File: src/rtl/pwe_defs.vh
// Constants of the power wake event configuration block
`ifndef PWE_DEFS_VH
`define PWE_DEFS_VH
// Register offsets (byte addresses = index * 4)
`define PWE_IDX_SCRATCH1   8'hEC
`define PWE_IDX_SCRATCH2   8'hED
`define PWE_IDX_WAKECTL    8'hEE
`define PWE_IDX_MODE       8'hEF
`define PWE_IDX_IRQ_STAT   8'hF0
`define PWE_IDX_IRQ_EN     8'hF1
`define PWE_IDX_IRQ_CLR    8'hF2
`define PWE_IDX_PIN_EN     8'hF3
// Wake control fields
`define PWE_WC_LOCAL_MASTER_REQ_BIT    7
`define PWE_WC_DMA_BIT     6
`define PWE_WC_NEST_BIT    4
`define PWE_WC_SMI_BIT     0
// Mode fields
`define PWE_MODE_LO        2
`define PWE_MODE_HI        3
`define PWE_MODE_EXTLATCH  2'b11
`define PWE_MODE_DIRECT    2'b00
// Reset values
`define PWE_RST_BYTE       8'h00
// Interrupt status bits
`define PWE_IRQ_WAKE       0
`define PWE_IRQ_ENTER      1
`define PWE_IRQ_STROBE     2
`define PWE_IRQ_W          3
// Strobe width in cycles
`define PWE_STROBE_CYC     4'h4
`endif

File: src/rtl/pwe_top.v
// Power wake event configuration registers with wake and strobe logic
//
// Local design decision: the Wishbone slave port.
`timescale 1ns/1ps
// Function
// - Two 8-bit scratch bytes, reset to zero, read back last write.
// - Write 1 to wake bit 7, with pin enable bit 0 also set, enables master requests firing strobe.
// - Wake bit 7 reads the woke-up flag; the read clears it.
// - Write-only bit 6 set by 1 enables DMA requests firing strobe.
// - Bit 4 allows nested low-power levels; wake returns to normal.
// - Bit 0 chooses strobe only, or SMI plus strobe on wake, in every mode except 11.
// - Mode 11: always strobe, never drive SMI directly.
// - Mode 00: SMI asserted on entry from normal to low power.
// - Low power: enabled master request wakes, reloads timer, strobes.
`include "pwe_defs.vh"

module pwe_top (
  input  wire        clk_in,
  input  wire        rst_b_in,
  input  wire        wb_cyc_in,
  input  wire        wb_stb_in,
  input  wire        wb_we_in,
  input  wire [11:0] wb_adr_in,
  input  wire [3:0]  wb_sel_in,
  input  wire [31:0] wb_dat_in,
  input  wire        local_master_req_in,
  input  wire        dma_req_in,
  input  wire        lowpwr_event_in,
  output reg  [31:0] wb_dat_out,
  output reg         wb_ack_out,
  output reg         power_ctl_strobe_out,
  output reg         system_mgmt_irq_out,
  output reg         low_power_state_out,
  output reg         idle_timer_reload_out,
  output reg         irq_out
);

  // ************************************************
  // Reset release
  // ************************************************
  reg rst_s1_r;
  reg rst_s2_r;
  wire rst_b = rst_s2_r;

  // Two-stage release of the asynchronous reset
  always @(posedge clk_in or negedge rst_b_in) begin
    if (!rst_b_in) begin
      rst_s1_r <= 1'b0;
      rst_s2_r <= 1'b0;
    end else begin
      rst_s1_r <= 1'b1;
      rst_s2_r <= rst_s1_r;
    end
  end

  // ************************************************
  // Registers
  // ************************************************
  reg [7:0] scratch_byte_one_r;
  reg [7:0] scratch_byte_two_r;
  reg [7:0] wake_source_control_r;
  reg [7:0] sleep_companion_mode_r;
  reg       wake_flag_r;
  reg [`PWE_IRQ_W-1:0] irq_stat_r;
  reg [`PWE_IRQ_W-1:0] irq_en_r;
  reg       local_master_req_detect_en_r;
  reg [1:0] nest_level_r;
  reg [3:0] strobe_cnt_r;

  // Word index decode of a byte address
  function [7:0] pwe_idx;
    input [11:0] adr;
    begin
      pwe_idx = adr[9:2];
    end
  endfunction

  wire       bus_req = wb_cyc_in & wb_stb_in & ~wb_ack_out;
  wire [7:0] idx     = pwe_idx(wb_adr_in);
  wire       wr_lane = bus_req & wb_we_in & wb_sel_in[0];
  wire       rd_acc  = bus_req & ~wb_we_in;
  wire       wr_wake = wr_lane & (idx == `PWE_IDX_WAKECTL);
  wire       rd_wake = rd_acc & (idx == `PWE_IDX_WAKECTL);

  // ************************************************
  // Wake and low-power logic
  // ************************************************
  wire [1:0] mode = sleep_companion_mode_r[`PWE_MODE_HI:`PWE_MODE_LO];
  wire local_master_req_ok = local_master_req_detect_en_r &
                 wake_source_control_r[`PWE_WC_LOCAL_MASTER_REQ_BIT];
  wire dma_ok  = wake_source_control_r[`PWE_WC_DMA_BIT];
  // Wake event only while in low power
  wire wake_ev = low_power_state_out &
                 ((local_master_req_in & local_master_req_ok) |
                  (dma_req_in & dma_ok));
  // Entry allowed from normal, or deeper when nesting is on
  wire nest_on = wake_source_control_r[`PWE_WC_NEST_BIT];
  wire enter_ev = lowpwr_event_in & ~wake_ev &
                  (~low_power_state_out |
                   (nest_on & (nest_level_r != 2'b11)));
  wire first_entry = enter_ev & ~low_power_state_out;
  wire strobe_ev = wake_ev | enter_ev;

  // Power state and nesting depth
  always @(posedge clk_in or negedge rst_b) begin
    if (!rst_b) begin
      low_power_state_out <= 1'b0;
      nest_level_r        <= 2'b00;
    end else if (wake_ev) begin
      low_power_state_out <= 1'b0;
      nest_level_r        <= 2'b00;
    end else if (enter_ev) begin
      low_power_state_out <= 1'b1;
      nest_level_r        <= nest_level_r + 2'b01;
    end
  end

  // Strobe, timer reload and system management pulse
  always @(posedge clk_in or negedge rst_b) begin
    if (!rst_b) begin
      strobe_cnt_r          <= 4'h0;
      power_ctl_strobe_out  <= 1'b0;
      system_mgmt_irq_out   <= 1'b0;
      idle_timer_reload_out <= 1'b0;
    end else begin
      idle_timer_reload_out <= wake_ev;
      if (strobe_ev) begin
        strobe_cnt_r         <= `PWE_STROBE_CYC;
        power_ctl_strobe_out <= 1'b1;
      end else if (strobe_cnt_r > 4'h1) begin
        strobe_cnt_r <= strobe_cnt_r - 4'h1;
      end else begin
        strobe_cnt_r         <= 4'h0;
        power_ctl_strobe_out <= 1'b0;
      end
      if (mode == `PWE_MODE_EXTLATCH) begin
        system_mgmt_irq_out <= 1'b0;
      end else if (strobe_ev) begin
        system_mgmt_irq_out <=
          ((mode == `PWE_MODE_DIRECT) & first_entry) |
          (wake_source_control_r[`PWE_WC_SMI_BIT] & wake_ev);
      end else if (strobe_cnt_r <= 4'h1) begin
        system_mgmt_irq_out <= 1'b0;
      end
    end
  end

  // ************************************************
  // Register writes
  // ************************************************
  always @(posedge clk_in or negedge rst_b) begin
    if (!rst_b) begin
      scratch_byte_one_r     <= `PWE_RST_BYTE;
      scratch_byte_two_r     <= `PWE_RST_BYTE;
      wake_source_control_r  <= `PWE_RST_BYTE;
      sleep_companion_mode_r <= `PWE_RST_BYTE;
      irq_en_r               <= {`PWE_IRQ_W{1'b0}};
      local_master_req_detect_en_r       <= 1'b0;
    end else if (wr_lane) begin
      case (idx)
        `PWE_IDX_SCRATCH1: scratch_byte_one_r <= wb_dat_in[7:0];
        `PWE_IDX_SCRATCH2: scratch_byte_two_r <= wb_dat_in[7:0];
        `PWE_IDX_WAKECTL: begin
          // Bits 7 and 6 only set; zero means no action
          wake_source_control_r[7] <= wake_source_control_r[7] |
                                      wb_dat_in[7];
          wake_source_control_r[6] <= wake_source_control_r[6] |
                                      wb_dat_in[6];
          wake_source_control_r[5:0] <= wb_dat_in[5:0];
        end
        `PWE_IDX_MODE:    sleep_companion_mode_r <= wb_dat_in[7:0];
        `PWE_IDX_IRQ_EN:  irq_en_r <= wb_dat_in[`PWE_IRQ_W-1:0];
        `PWE_IDX_PIN_EN:  local_master_req_detect_en_r <= wb_dat_in[0];
        default: ;
      endcase
    end
  end

  // Wake flag: set wins over clear by read
  always @(posedge clk_in or negedge rst_b) begin
    if (!rst_b) begin
      wake_flag_r <= 1'b0;
    end else if (wake_ev) begin
      wake_flag_r <= 1'b1;
    end else if (rd_wake) begin
      wake_flag_r <= 1'b0;
    end
  end

  // ************************************************
  // Interrupt status
  // ************************************************
  wire [`PWE_IRQ_W-1:0] irq_set = {strobe_ev, enter_ev, wake_ev};
  wire [`PWE_IRQ_W-1:0] irq_clr =
    (wr_lane & (idx == `PWE_IDX_IRQ_CLR)) ?
    wb_dat_in[`PWE_IRQ_W-1:0] : {`PWE_IRQ_W{1'b0}};

  // Sticky bits; a new event beats a clear
  always @(posedge clk_in or negedge rst_b) begin
    if (!rst_b) begin
      irq_stat_r <= {`PWE_IRQ_W{1'b0}};
      irq_out    <= 1'b0;
    end else begin
      irq_stat_r <= (irq_stat_r & ~irq_clr) | irq_set;
      irq_out    <= |(((irq_stat_r & ~irq_clr) | irq_set) & irq_en_r);
    end
  end

  // ************************************************
  // Bus answer
  // ************************************************
  reg [7:0] rd_byte;

  // Read mux; write-only and unmapped read as zero
  always @* begin
    case (idx)
      `PWE_IDX_SCRATCH1: rd_byte = scratch_byte_one_r;
      `PWE_IDX_SCRATCH2: rd_byte = scratch_byte_two_r;
      `PWE_IDX_WAKECTL:  rd_byte = {wake_flag_r, 1'b0,
                                    wake_source_control_r[5:0]};
      `PWE_IDX_MODE:     rd_byte = sleep_companion_mode_r;
      `PWE_IDX_IRQ_STAT: rd_byte = {5'h00, irq_stat_r};
      `PWE_IDX_IRQ_EN:   rd_byte = {5'h00, irq_en_r};
      `PWE_IDX_PIN_EN:   rd_byte = {7'h00, local_master_req_detect_en_r};
      default:           rd_byte = 8'h00;
    endcase
  end

  // One wait-free ack per request
  always @(posedge clk_in or negedge rst_b) begin
    if (!rst_b) begin
      wb_ack_out <= 1'b0;
      wb_dat_out <= 32'h0000_0000;
    end else begin
      wb_ack_out <= bus_req;
      wb_dat_out <= rd_acc ? {24'h00_0000, rd_byte} : 32'h0000_0000;
    end
  end

endmodule // pwe_top

File: config.mk
export PLATFORM = sky130hd
export DESIGN_NAME = pwe_top
export DESIGN_NICKNAME = d
export VERILOG_FILES = /design/src/rtl/pwe_top.v
export VERILOG_INCLUDE_DIRS = /design/src /design/src/rtl
export SDC_FILE = /design/constraint.sdc
export NUM_CORES = 1
export LEC_CHECK = 0
export BUFFER_PORTS_ARGS = -buffer_cell sky130_fd_sc_hd__buf_2
export CAP_MARGIN = 10
export CORE_MARGIN = 2
export CORE_UTILIZATION = 25
export DETAILED_ROUTE_END_ITERATION = 12
export SLEW_MARGIN = 15
export SYNTH_ARGS = -nofsm -noshare
export SYNTH_HDL_FRONTEND = slang
export SYNTH_SLANG_ARGS = --single-unit
File: constraint.sdc
create_clock -name clk_in -period 2.5 [get_ports clk_in]
set_input_delay 0.375 -clock clk_in [delete_from_list [all_inputs] [get_ports clk_in]]
set_output_delay 0.375 -clock clk_in [all_outputs]
set_load 0.05 [all_outputs]
==> results of run 1 <==
critical path, cell delays in order (launching register included):
cell and delay, ps:
dfrtp_1 380, nand3b_1 240, or2_0 290, or3_1 520, mux2_2 350
sequential cells by signal (all words and copies together), names as in the netlist, 2 cells and up:
signal	count
wb_dat_out	8
sleep_companion_mode_r	8
wake_source_control_r	8
irq_stat_r	3
irq_en_r	3
scratch_byte_one_r	8
strobe_cnt_r	4
nest_level_r	2
scratch_byte_two_r	8
where the power goes:
part           switching [W]  internal [W]
clock network       0.000423      0.000896
registers          0.0000445       0.00107
logic               0.000271      0.000136
total               0.000739       0.00210
layer usage:
layer	share of wire [%]	vias to the layer above	GRT usage (%)	routed length, um
met5	0	-	0	0
li1	-	907	-	-
met4	0.89	0	2.927	58
met1	45	966	12.77	2929
met2	49	46	17.44	3210
met3	5.0	4	4.235	329
cell usage in the layout (no fill, tap or decap), drive strengths merged, types with 2 or more instances in the layout:
cell	synthesis	final
a21o	3	3
a21oi	4	4
a22o	2	2
a22oi	3	3
a31oi	2	2
and2	5	5
and3	2	2
and4b	3	3
buf	33	42
bufinv	0	2
clkbuf	0	12
clkinv	0	2
conb	2	25
dfrtp	62	62
ha	3	3
inv	12	12
mux2	36	36
mux2i	2	2
mux4	7	7
nand2	7	7
nand2b	3	3
nand3	6	6
nand3b	3	3
nand4	3	3
nand4b	2	2
nor2	9	9
nor2b	5	5
nor3	2	2
o21ai	6	6
or3	4	4
worst min-delay path by stage:
stage                     depth (start not counted)         start                        to  slack [ps]
final                                             2  wb_dat_in[7]  wake_source_control_r[7]         320
after global placement                            1      rst_b_in                  rst_s1_r         160
after CTS                                         2  wb_dat_in[7]  wake_source_control_r[7]         320
after floorplan                                   0      rst_b_in                     rst_b          80
after global routing                              2  wb_dat_in[5]     scratch_byte_one_r[5]         330
after detailed placement                          1      rst_b_in                  rst_s1_r         160
area by class of cell:
type | count | area, um2
inverters | 12 | 45.04
fillers | 1205 | 8337
flip-flops and latches | 62 | 1553
multi-input cells | 159 | 1296
clock buffers | 12 | 246.5
clock inverters | 4 | 70.07
well taps | 147 | 183.9
repair buffers | 43 | 230.2
metrics by stage:
| step | util (%) | total power, W | cells | cell area, um2 |
|---|---|---|---|---|
| floorplan | - | 0.001469 | 266 | 3136 |
| global placement | 27.57 | 0.001528 | 422 | 3298 |
| detailed placement | 27.57 | 0.001540 | 422 | 3298 |
| CTS | 30.30 | 0.002873 | 439 | 3625 |
| global route | 30.30 | 0.002979 | 439 | 3625 |
| finish | 30.30 | 0.002838 | 439 | 3625 |
cells by family after synthesis:
logic type                 synth area share [%]
DFF                                       50.88
and+or+nand+nor                           11.70
muxes                                     20.11
buffers and inverters                     9.437
AOI/OAI and AO/OA                         6.114
adders and majority gates                 1.231
other                                    0.2463
xor gates and xnor gates                 0.2873
repair_timing:
action                                 CTS  global route
endpoints found under the hold margin    2             0
hold buffers                             1             0
resized for setup                        0             0
setup buffers                            0             0
==> metrics, run 1 <==
VDD IR-drop max=around 300 uV; Initial DRC Count=110; final setup margin=between 500 and 600 ps; Antenna Nets Post-Route=0; clock buffer depth=2; Worst R2R Setup Slack=approximately 590 ps; DRC errors left=0; Core Region=between 10000 and 15000 um2; die area=13100 um2; critical path launch point type=flip-flop; Die Wd=roughly 110 um; clock latency on the worst-skew pair=320 ps; final setup vio count=0; GRT Total Usage=a little over a tenth; layout cells sized above 1=36.30%; PwrDens=around 800 nW/um2; endpoints failing hold=0; Worst Setup Path Type=flip-flop to flip-flop; IO Pins=94; NumNets Final=about 350; vias=1923; Max H-tree Level=3; ant diodes=0; final worst-path cycle share=between 70% and 80%; count of cell types in the netlist=47; area grow syn2layout=18.88%; grt ovf=0; DIE HEIGHT=between 100 and 150 um; Synth area leader=dfrtp_1; Setup Skew=between 3 and 4 ps; Worst Hold Class=input port to flip-flop; sequential element share of the synthesized area=around half; Row Count=40; Worst slew margin=approximately half; Crit Path Max Fanout=8; largest cells by area after synthesis=dfrtp_1, mux2_2, buf_4, mux4_2, mux2_4; status=completed; vias in the first global route=approximately 1900; Syn Area/Cell=between 10 and 15 um2; clk sinks=62; CTS tree=yes; Ys Warns=0; final worst path period need=~1900 ps; r2r endpoint=scratch_byte_two_r[7]; CTS root buf=clkbuf_16; Detailed Routing Iterations Pass 1=4; setup TNS=0 ps; Max Slew Vio Count=0; CP endpoint kind=flip-flop; initial antenna violation count=0; CP Data Required Time=roughly 2700 ps; CTS clk-pin slew, worst paths=50 ps; ys flop type=dfrtp_1; synthesized cell area=between 3000 and 4000 um2; Worst Setup Slack post-DPL=about 400 ps; Async S/R FF share, synth=100.0%; DPL Wire Length=approximately 4.6 mm; worst r2r src=wb_ack_out; MaxCap Viol Count=0; Buffers on Ports=38; Setup crit end=scratch_byte_two_r[7]; most frequent cell after synthesis=dfrtp_1; leak pwr=between 1.5 and 2 nW; Worst-Margin Slew=~800 ps; arrival time at the worst endpoint=between 2000 and 2500 ps; CTS Buf Count=9; Crit. Startpoint=wb_ack_out; number of synthesized flops with an enable pin=0; RSZ-0062 raised after global routing=false; fmax=roughly 520 MHz; initial core utilization=approximately a quarter; via-per-instance ratio=between 4 and 5; top-area cell type share of the netlist area=between 50% and 60%; Hold WS=321.4 ps; WL/cell=around 15 um; first-pass GRT wire length=a little over 10 mm; gpl congestion=0.7726; Yosys reg bits=62; Commonest cells post-synth=dfrtp_1, mux2_2, buf_4, inv_1, nor2_1; largest net degree at the start of global routing=61; Total Wirelength=6.527 mm; r2r worst-path depth=4; cells after synthesis=between 200 and 250
Note: power is estimated with default switching activity, not from simulation.
==> run 2: changes to the inputs <==
- clock period: 2.5 -> 1.7 ns (I/O delays scaled with it)
==> run 2 against run 1 <==
The flow now finishes with violations (negative setup slack). Sequential cell count unchanged. Worst hold slack got worse by 140 ps. Cell area grew 5.8%. Register-to-register slack worse by 660 ps. Core utilization increased by 1.7 points. Combinational power is 53% higher.
==> metrics, run 2 (synthesis gave the netlist of run 1 again) <==
via-per-instance ratio=~4.4; CTS tree=yes; final worst-path cycle share=104.0%; grt ovf=0; IO Pins=between 90 and 100; failing checks=negative setup slack; worst r2r src=wb_ack_out; Worst Setup Path Type=flip-flop to flip-flop; final setup vio count=14; RSZ-0062 raised after global routing=true; CP Cell Sequence=nand3b_1, or2_1, buf_4, or3_4, mux2_2; WL/cell=around 14 um; fmax=between 500 and 600 MHz; ant diodes=0; Worst Setup Slack post-DPL=-96.39 ps; PwrDens=roughly 1000 nW/um2; clock buffer depth=2; hold depth=2; clk sinks=62; status=finished, violations left; most frequent cells in the layout=dfrtp_1, buf_2, conb_1, mux2_2, buf_4; largest net degree at the start of global routing=61; final worst path period need=approximately 1800 ps; CP endpoint kind=flip-flop; die area=13100 um2; Crit Path Max Fanout=4; Antenna Nets Post-Route=0; critical path launch point type=flip-flop; CTS root buf=clkbuf_16; crit-path max cell delay=roughly 400 ps; Final Power=roughly 0.0040 W; Max H-tree Level=3; Die Wd=114.4 um; crit path max-delay cell type=dfrtp_2; vias in the first global route=2055; initial antenna violation count=0; initial core utilization=roughly a quarter; register area=~1600 um2; Initial DRC Count=between 70 and 80; arrival time at the worst endpoint=a little under 2000 ps; Multi-input gate area=roughly 1300 um2; Total Wirelength=approximately 6.4 mm; commonest non-fill, non-tap cell in the layout=dfrtp_1; Max Slew Vio Count=0; leak pwr=roughly 1.9 nW; Buffers on Ports=38; Worst R2R Setup Slack=-70 ps; gpl congestion=approximately 0.81; crit-path leading delay family=simple AND/OR/NAND/NOR gates; CTS Buf Count=9; Detailed Routing Iterations Pass 1=4; r2r worst-path depth=5; FILL cells=1175; vias=approximately 2000; Hold Crit Start=wb_dat_in[7]; GRT Total Usage=10.68%; NumNets Final=367; final setup margin=-68.66 ps; CP Data Required Time=~1900 ps; DPL Wire Length=4.692 mm; layout cells sized above 1=~44%; VDD IR-drop max=about 480 uV; MaxCap Viol Count=0; DRC errors left=0; Critical path buffers and inverters=1; Setup Skew=roughly 7.6 ps; endpoints failing hold=0; r2r endpoint=irq_en_r[1]; CTS clk-pin slew, worst paths=~60 ps; DIE HEIGHT=~110 um; Worst Hold Class=input port to flip-flop; Core Region=11960 um2; Row Count=40; clock latency on the worst-skew pair=around 330 ps; first-pass GRT wire length=roughly 10 mm; WHS Endpoint=wake_source_control_r[7]; area grow syn2layout=25.73%
## run 2: changes by cell type in the layout (fill, tap and decap cells not counted), moves of 2 or more
| cell | previous run | this run |
|---|---|---|
| clkbuf_8 | 1 | 3 |
| and2_4 | 0 | 2 |
| and2_1 | 3 | 1 |
| mux2_4 | 8 | 13 |
| bufinv_16 | 2 | 0 |
| clkinvlp_4 | 0 | 2 |
| buf_4 | 4 | 20 |
| buf_6 | 0 | 3 |
| clkbuf_1 | 2 | 0 |
| mux2_2 | 28 | 23 |
## run 2: area by class of cell
cell class	instances	share of cell area, %
tap	147	4.798
inverter	12	1.175
clock buffer	12	6.952
timing repair buffer	64	10.93
multi-input combinational	159	34.86
sequential	62	40.54
clock inverter	4	0.7507
## run 2: worst max-delay path by stage
stage                 startpoint               endpoint  slack [ps]  depth (start not counted)
floorplan             wb_ack_out  scratch_byte_two_r[0]        -120                          5
global placement    wb_adr_in[6]  scratch_byte_one_r[3]         -90                          5
detailed placement  wb_adr_in[6]  scratch_byte_one_r[5]        -100                          5
CTS                   wb_ack_out            irq_en_r[1]         -70                          5
global route          wb_ack_out            irq_en_r[2]        -140                          5
finish                wb_ack_out            irq_en_r[1]         -70                          5
## run 2: repair_timing
item                                    4_1_cts  5_1_grt
endpoints found under the hold margin         2        0
endpoints found under the setup margin       29       37
pin swaps                                     2        2
resized for setup                            12        6
setup buffers                                 0        2
hold buffers                                  1        0
## run 2: through the flow
stage	area [um2]	std cells	hold WS, ps	util [%]	TNS, ps
floorplan	3141	266	-40.59	-	-1850
global placement	3455	441	41.25	28.88	-1727
detailed placement	3455	441	41.19	28.88	-1605
CTS	3794	458	176.7	31.72	-729.3
global route	3834	460	193.9	32.05	-2412
finish	3834	460	185.4	32.05	-628.3
## run 2: report_power, final
part / internal (W) / total [W] / switching, W
clock: 0.00111 / 0.00176 / 0.000652
combinational: 0.000215 / 0.000621 / 0.000406
sequential: 0.00157 / 0.00163 / 0.0000645
## run 2: routing by layer
| layer | up-vias | GRT usage (%) | wire length, um |
|---|---|---|---|
| li1 | 942 | - | - |
| met1 | 1000 | 13.16 | 2837 |
| met2 | 57 | 16.69 | 3106 |
| met3 | 8 | 4.447 | 419 |
| met4 | 0 | 4.065 | 76 |
| met5 | - | 0 | 0 |
==> run 3: changes to the inputs <==
- BUFFER_PORTS_ARGS: -buffer_cell sky130_fd_sc_hd__buf_2 -> -buffer_cell sky130_fd_sc_hd__clkbuf_2
==> run 3 against run 2 <==
The flow still finishes with violations (negative setup slack). Sequential share of layout area down 0.59 points. Core utilization up 0.47 points. First-iteration DRC count up 12%. Wire length up 6.2%. Worst hold slack worse by 29 ps. Sequential power about the same. Largest cell class unchanged. Die area unchanged. Worst setup slack worse by 53 ps. Non-clock buffer count unchanged. Total power up 8.8%. Clock power up 19%. Critical path depth down 1.
==> metrics, run 3 (synthesis gave the netlist of run 1 again) <==
Core Region=around 12000 um2; FILL cells=about 1200; Setup Skew=about 5 ps; Worst R2R Setup Slack=-120 ps; status=finished, violations left; Detailed Routing Iterations Pass 1=4; Hold WS=between 150 and 200 ps; final setup vio count=19; CTS root buf=clkbuf_16; Row Count=40; setup TNS=-1812 ps; initial antenna violation count=0; failing checks=negative setup slack; Antenna Nets Post-Route=0; CP Cell Sequence=nand3b_1, buf_4, or4_4, mux2_4; layout cells sized above 1=43.45%; commonest non-fill, non-tap cell in the layout=dfrtp_1; critical path launch point type=flip-flop; area grow syn2layout=27.57%; vias=2057; Buffers on Ports=38; clk sinks=slightly above 60; r2r endpoint=scratch_byte_one_r[2]; DIE HEIGHT=between 100 and 150 um; DRC errors left=0; leak pwr=between 1.5 and 2 nW; endpoints failing hold=0; Worst Hold Class=flip-flop to asynchronous set/reset pin; Max Slew Vio Count=0; MaxCap Viol Count=0; grt ovf=0; GRT Total Usage=between 10% and 20%; Die Wd=about 110 um; clock buffer depth=2; WL/cell=14.87 um; initial core utilization=between 20 and 30%; PwrDens=approximately 1100 nW/um2; crit path max-delay cell type=or4_4; ant diodes=0; CTS clk-pin slew, worst paths=~50 ps; final worst path period need=roughly 1800 ps; IO Pins=94; NumNets Final=approximately 370; DPL Wire Length=4.941 mm; RSZ-0062 raised after global routing=true; Max H-tree Level=3; via-per-instance ratio=4.472; Worst Setup Path Type=flip-flop to flip-flop; CP endpoint kind=flip-flop; die area=13100 um2; arrival time at the worst endpoint=2030 ps; crit-path max cell delay=roughly 540 ps; first-pass GRT wire length=between 10 and 15 mm; CTS Buf Count=9; vias in the first global route=around 2100; fmax=548.9 MHz; final setup margin=-121.9 ps; Crit Path Max Fanout=8; VDD IR-drop max=approximately 430 uV; r2r worst-path depth=4; largest net degree at the start of global routing=49; gpl congestion=~0.80; Initial DRC Count=86; worst r2r src=wb_ack_out; final worst-path cycle share=107.2%; CP Data Required Time=approximately 1900 ps; most frequent cells in the layout=dfrtp_1, clkbuf_2, conb_1, mux2_2, buf_4; Total Wirelength=~6.8 mm; Crit. Startpoint=wb_ack_out; CTS tree=yes; clock latency on the worst-skew pair=roughly 320 ps
## run 3: what timing repair did
item,in CTS,in global routing
endpoints found under the hold margin,2,0
endpoints found under the setup margin,27,33
pin swaps,1,1
resized for setup,6,12
hold buffers,1,0
setup buffers,0,3
## run 3: metrics by stage
stage | power (W) | area (um2) | cells | worst slack (ps) | utilization (%)
2_1_floorplan | 0.002161 | 3141 | 266 | -115.3 | -
3_3_place_gp | 0.002261 | 3447 | 440 | -85.74 | 28.82
3_5_place_dp | 0.002283 | 3447 | 440 | -90.12 | 28.82
4_1_cts | 0.004406 | 3824 | 457 | -89.36 | 31.97
5_1_grt | 0.004588 | 3890 | 460 | -166.4 | 32.52
6_report | 0.004368 | 3890 | 460 | -121.9 | 32.52
## run 3: cell type report
type	instances	area (um2)	share of cell area [%]
clock inverters	7	121.4	3.120
inverters	12	45.04	1.158
repair buffers	64	419.2	10.78
multi-input cells	159	1341	34.48
flip-flops and latches	62	1554	39.95
well taps	147	183.9	4.728
clock buffers	9	225.2	5.790
## run 3: worst max-delay path by stage
stage | endpoint | slack [ps] | depth (start not counted)
5_1_grt | irq_en_r[2] | -170 | 5
4_1_cts | irq_en_r[2] | -90 | 5
6_report | scratch_byte_one_r[2] | -120 | 4
3_3_place_gp | scratch_byte_two_r[7] | -90 | 5
3_5_place_dp | scratch_byte_one_r[0] | -90 | 5
2_1_floorplan | scratch_byte_two_r[0] | -120 | 5
## run 3: layer usage
metal | global-route usage, % | share of wire [%] | up-vias
met1 | 12.79 | 42 | 1058
met5 | 0 | 0 | -
li1 | - | - | 946
met3 | 4.500 | 5.7 | 5
met2 | 18.78 | 52 | 48
met4 | 2.683 | 0.75 | 0
## run 3: power by group
part           leakage, nW  internal [W]  switching (W)
Sequential           0.818       0.00157      0.0000722
Clock                0.170       0.00144       0.000666
Combinational        0.951      0.000217       0.000406
## run 3: worst max-delay path, delay by kind of cell (launching register included)
| family | cells | cell delay (ps) |
|---|---|---|
| multiplexers | 1 | 340 |
| buffers and inverters | 1 | 190 |
| AND/OR/NAND/NOR | 2 | 780 |
| flip-flops | 1 | 390 |
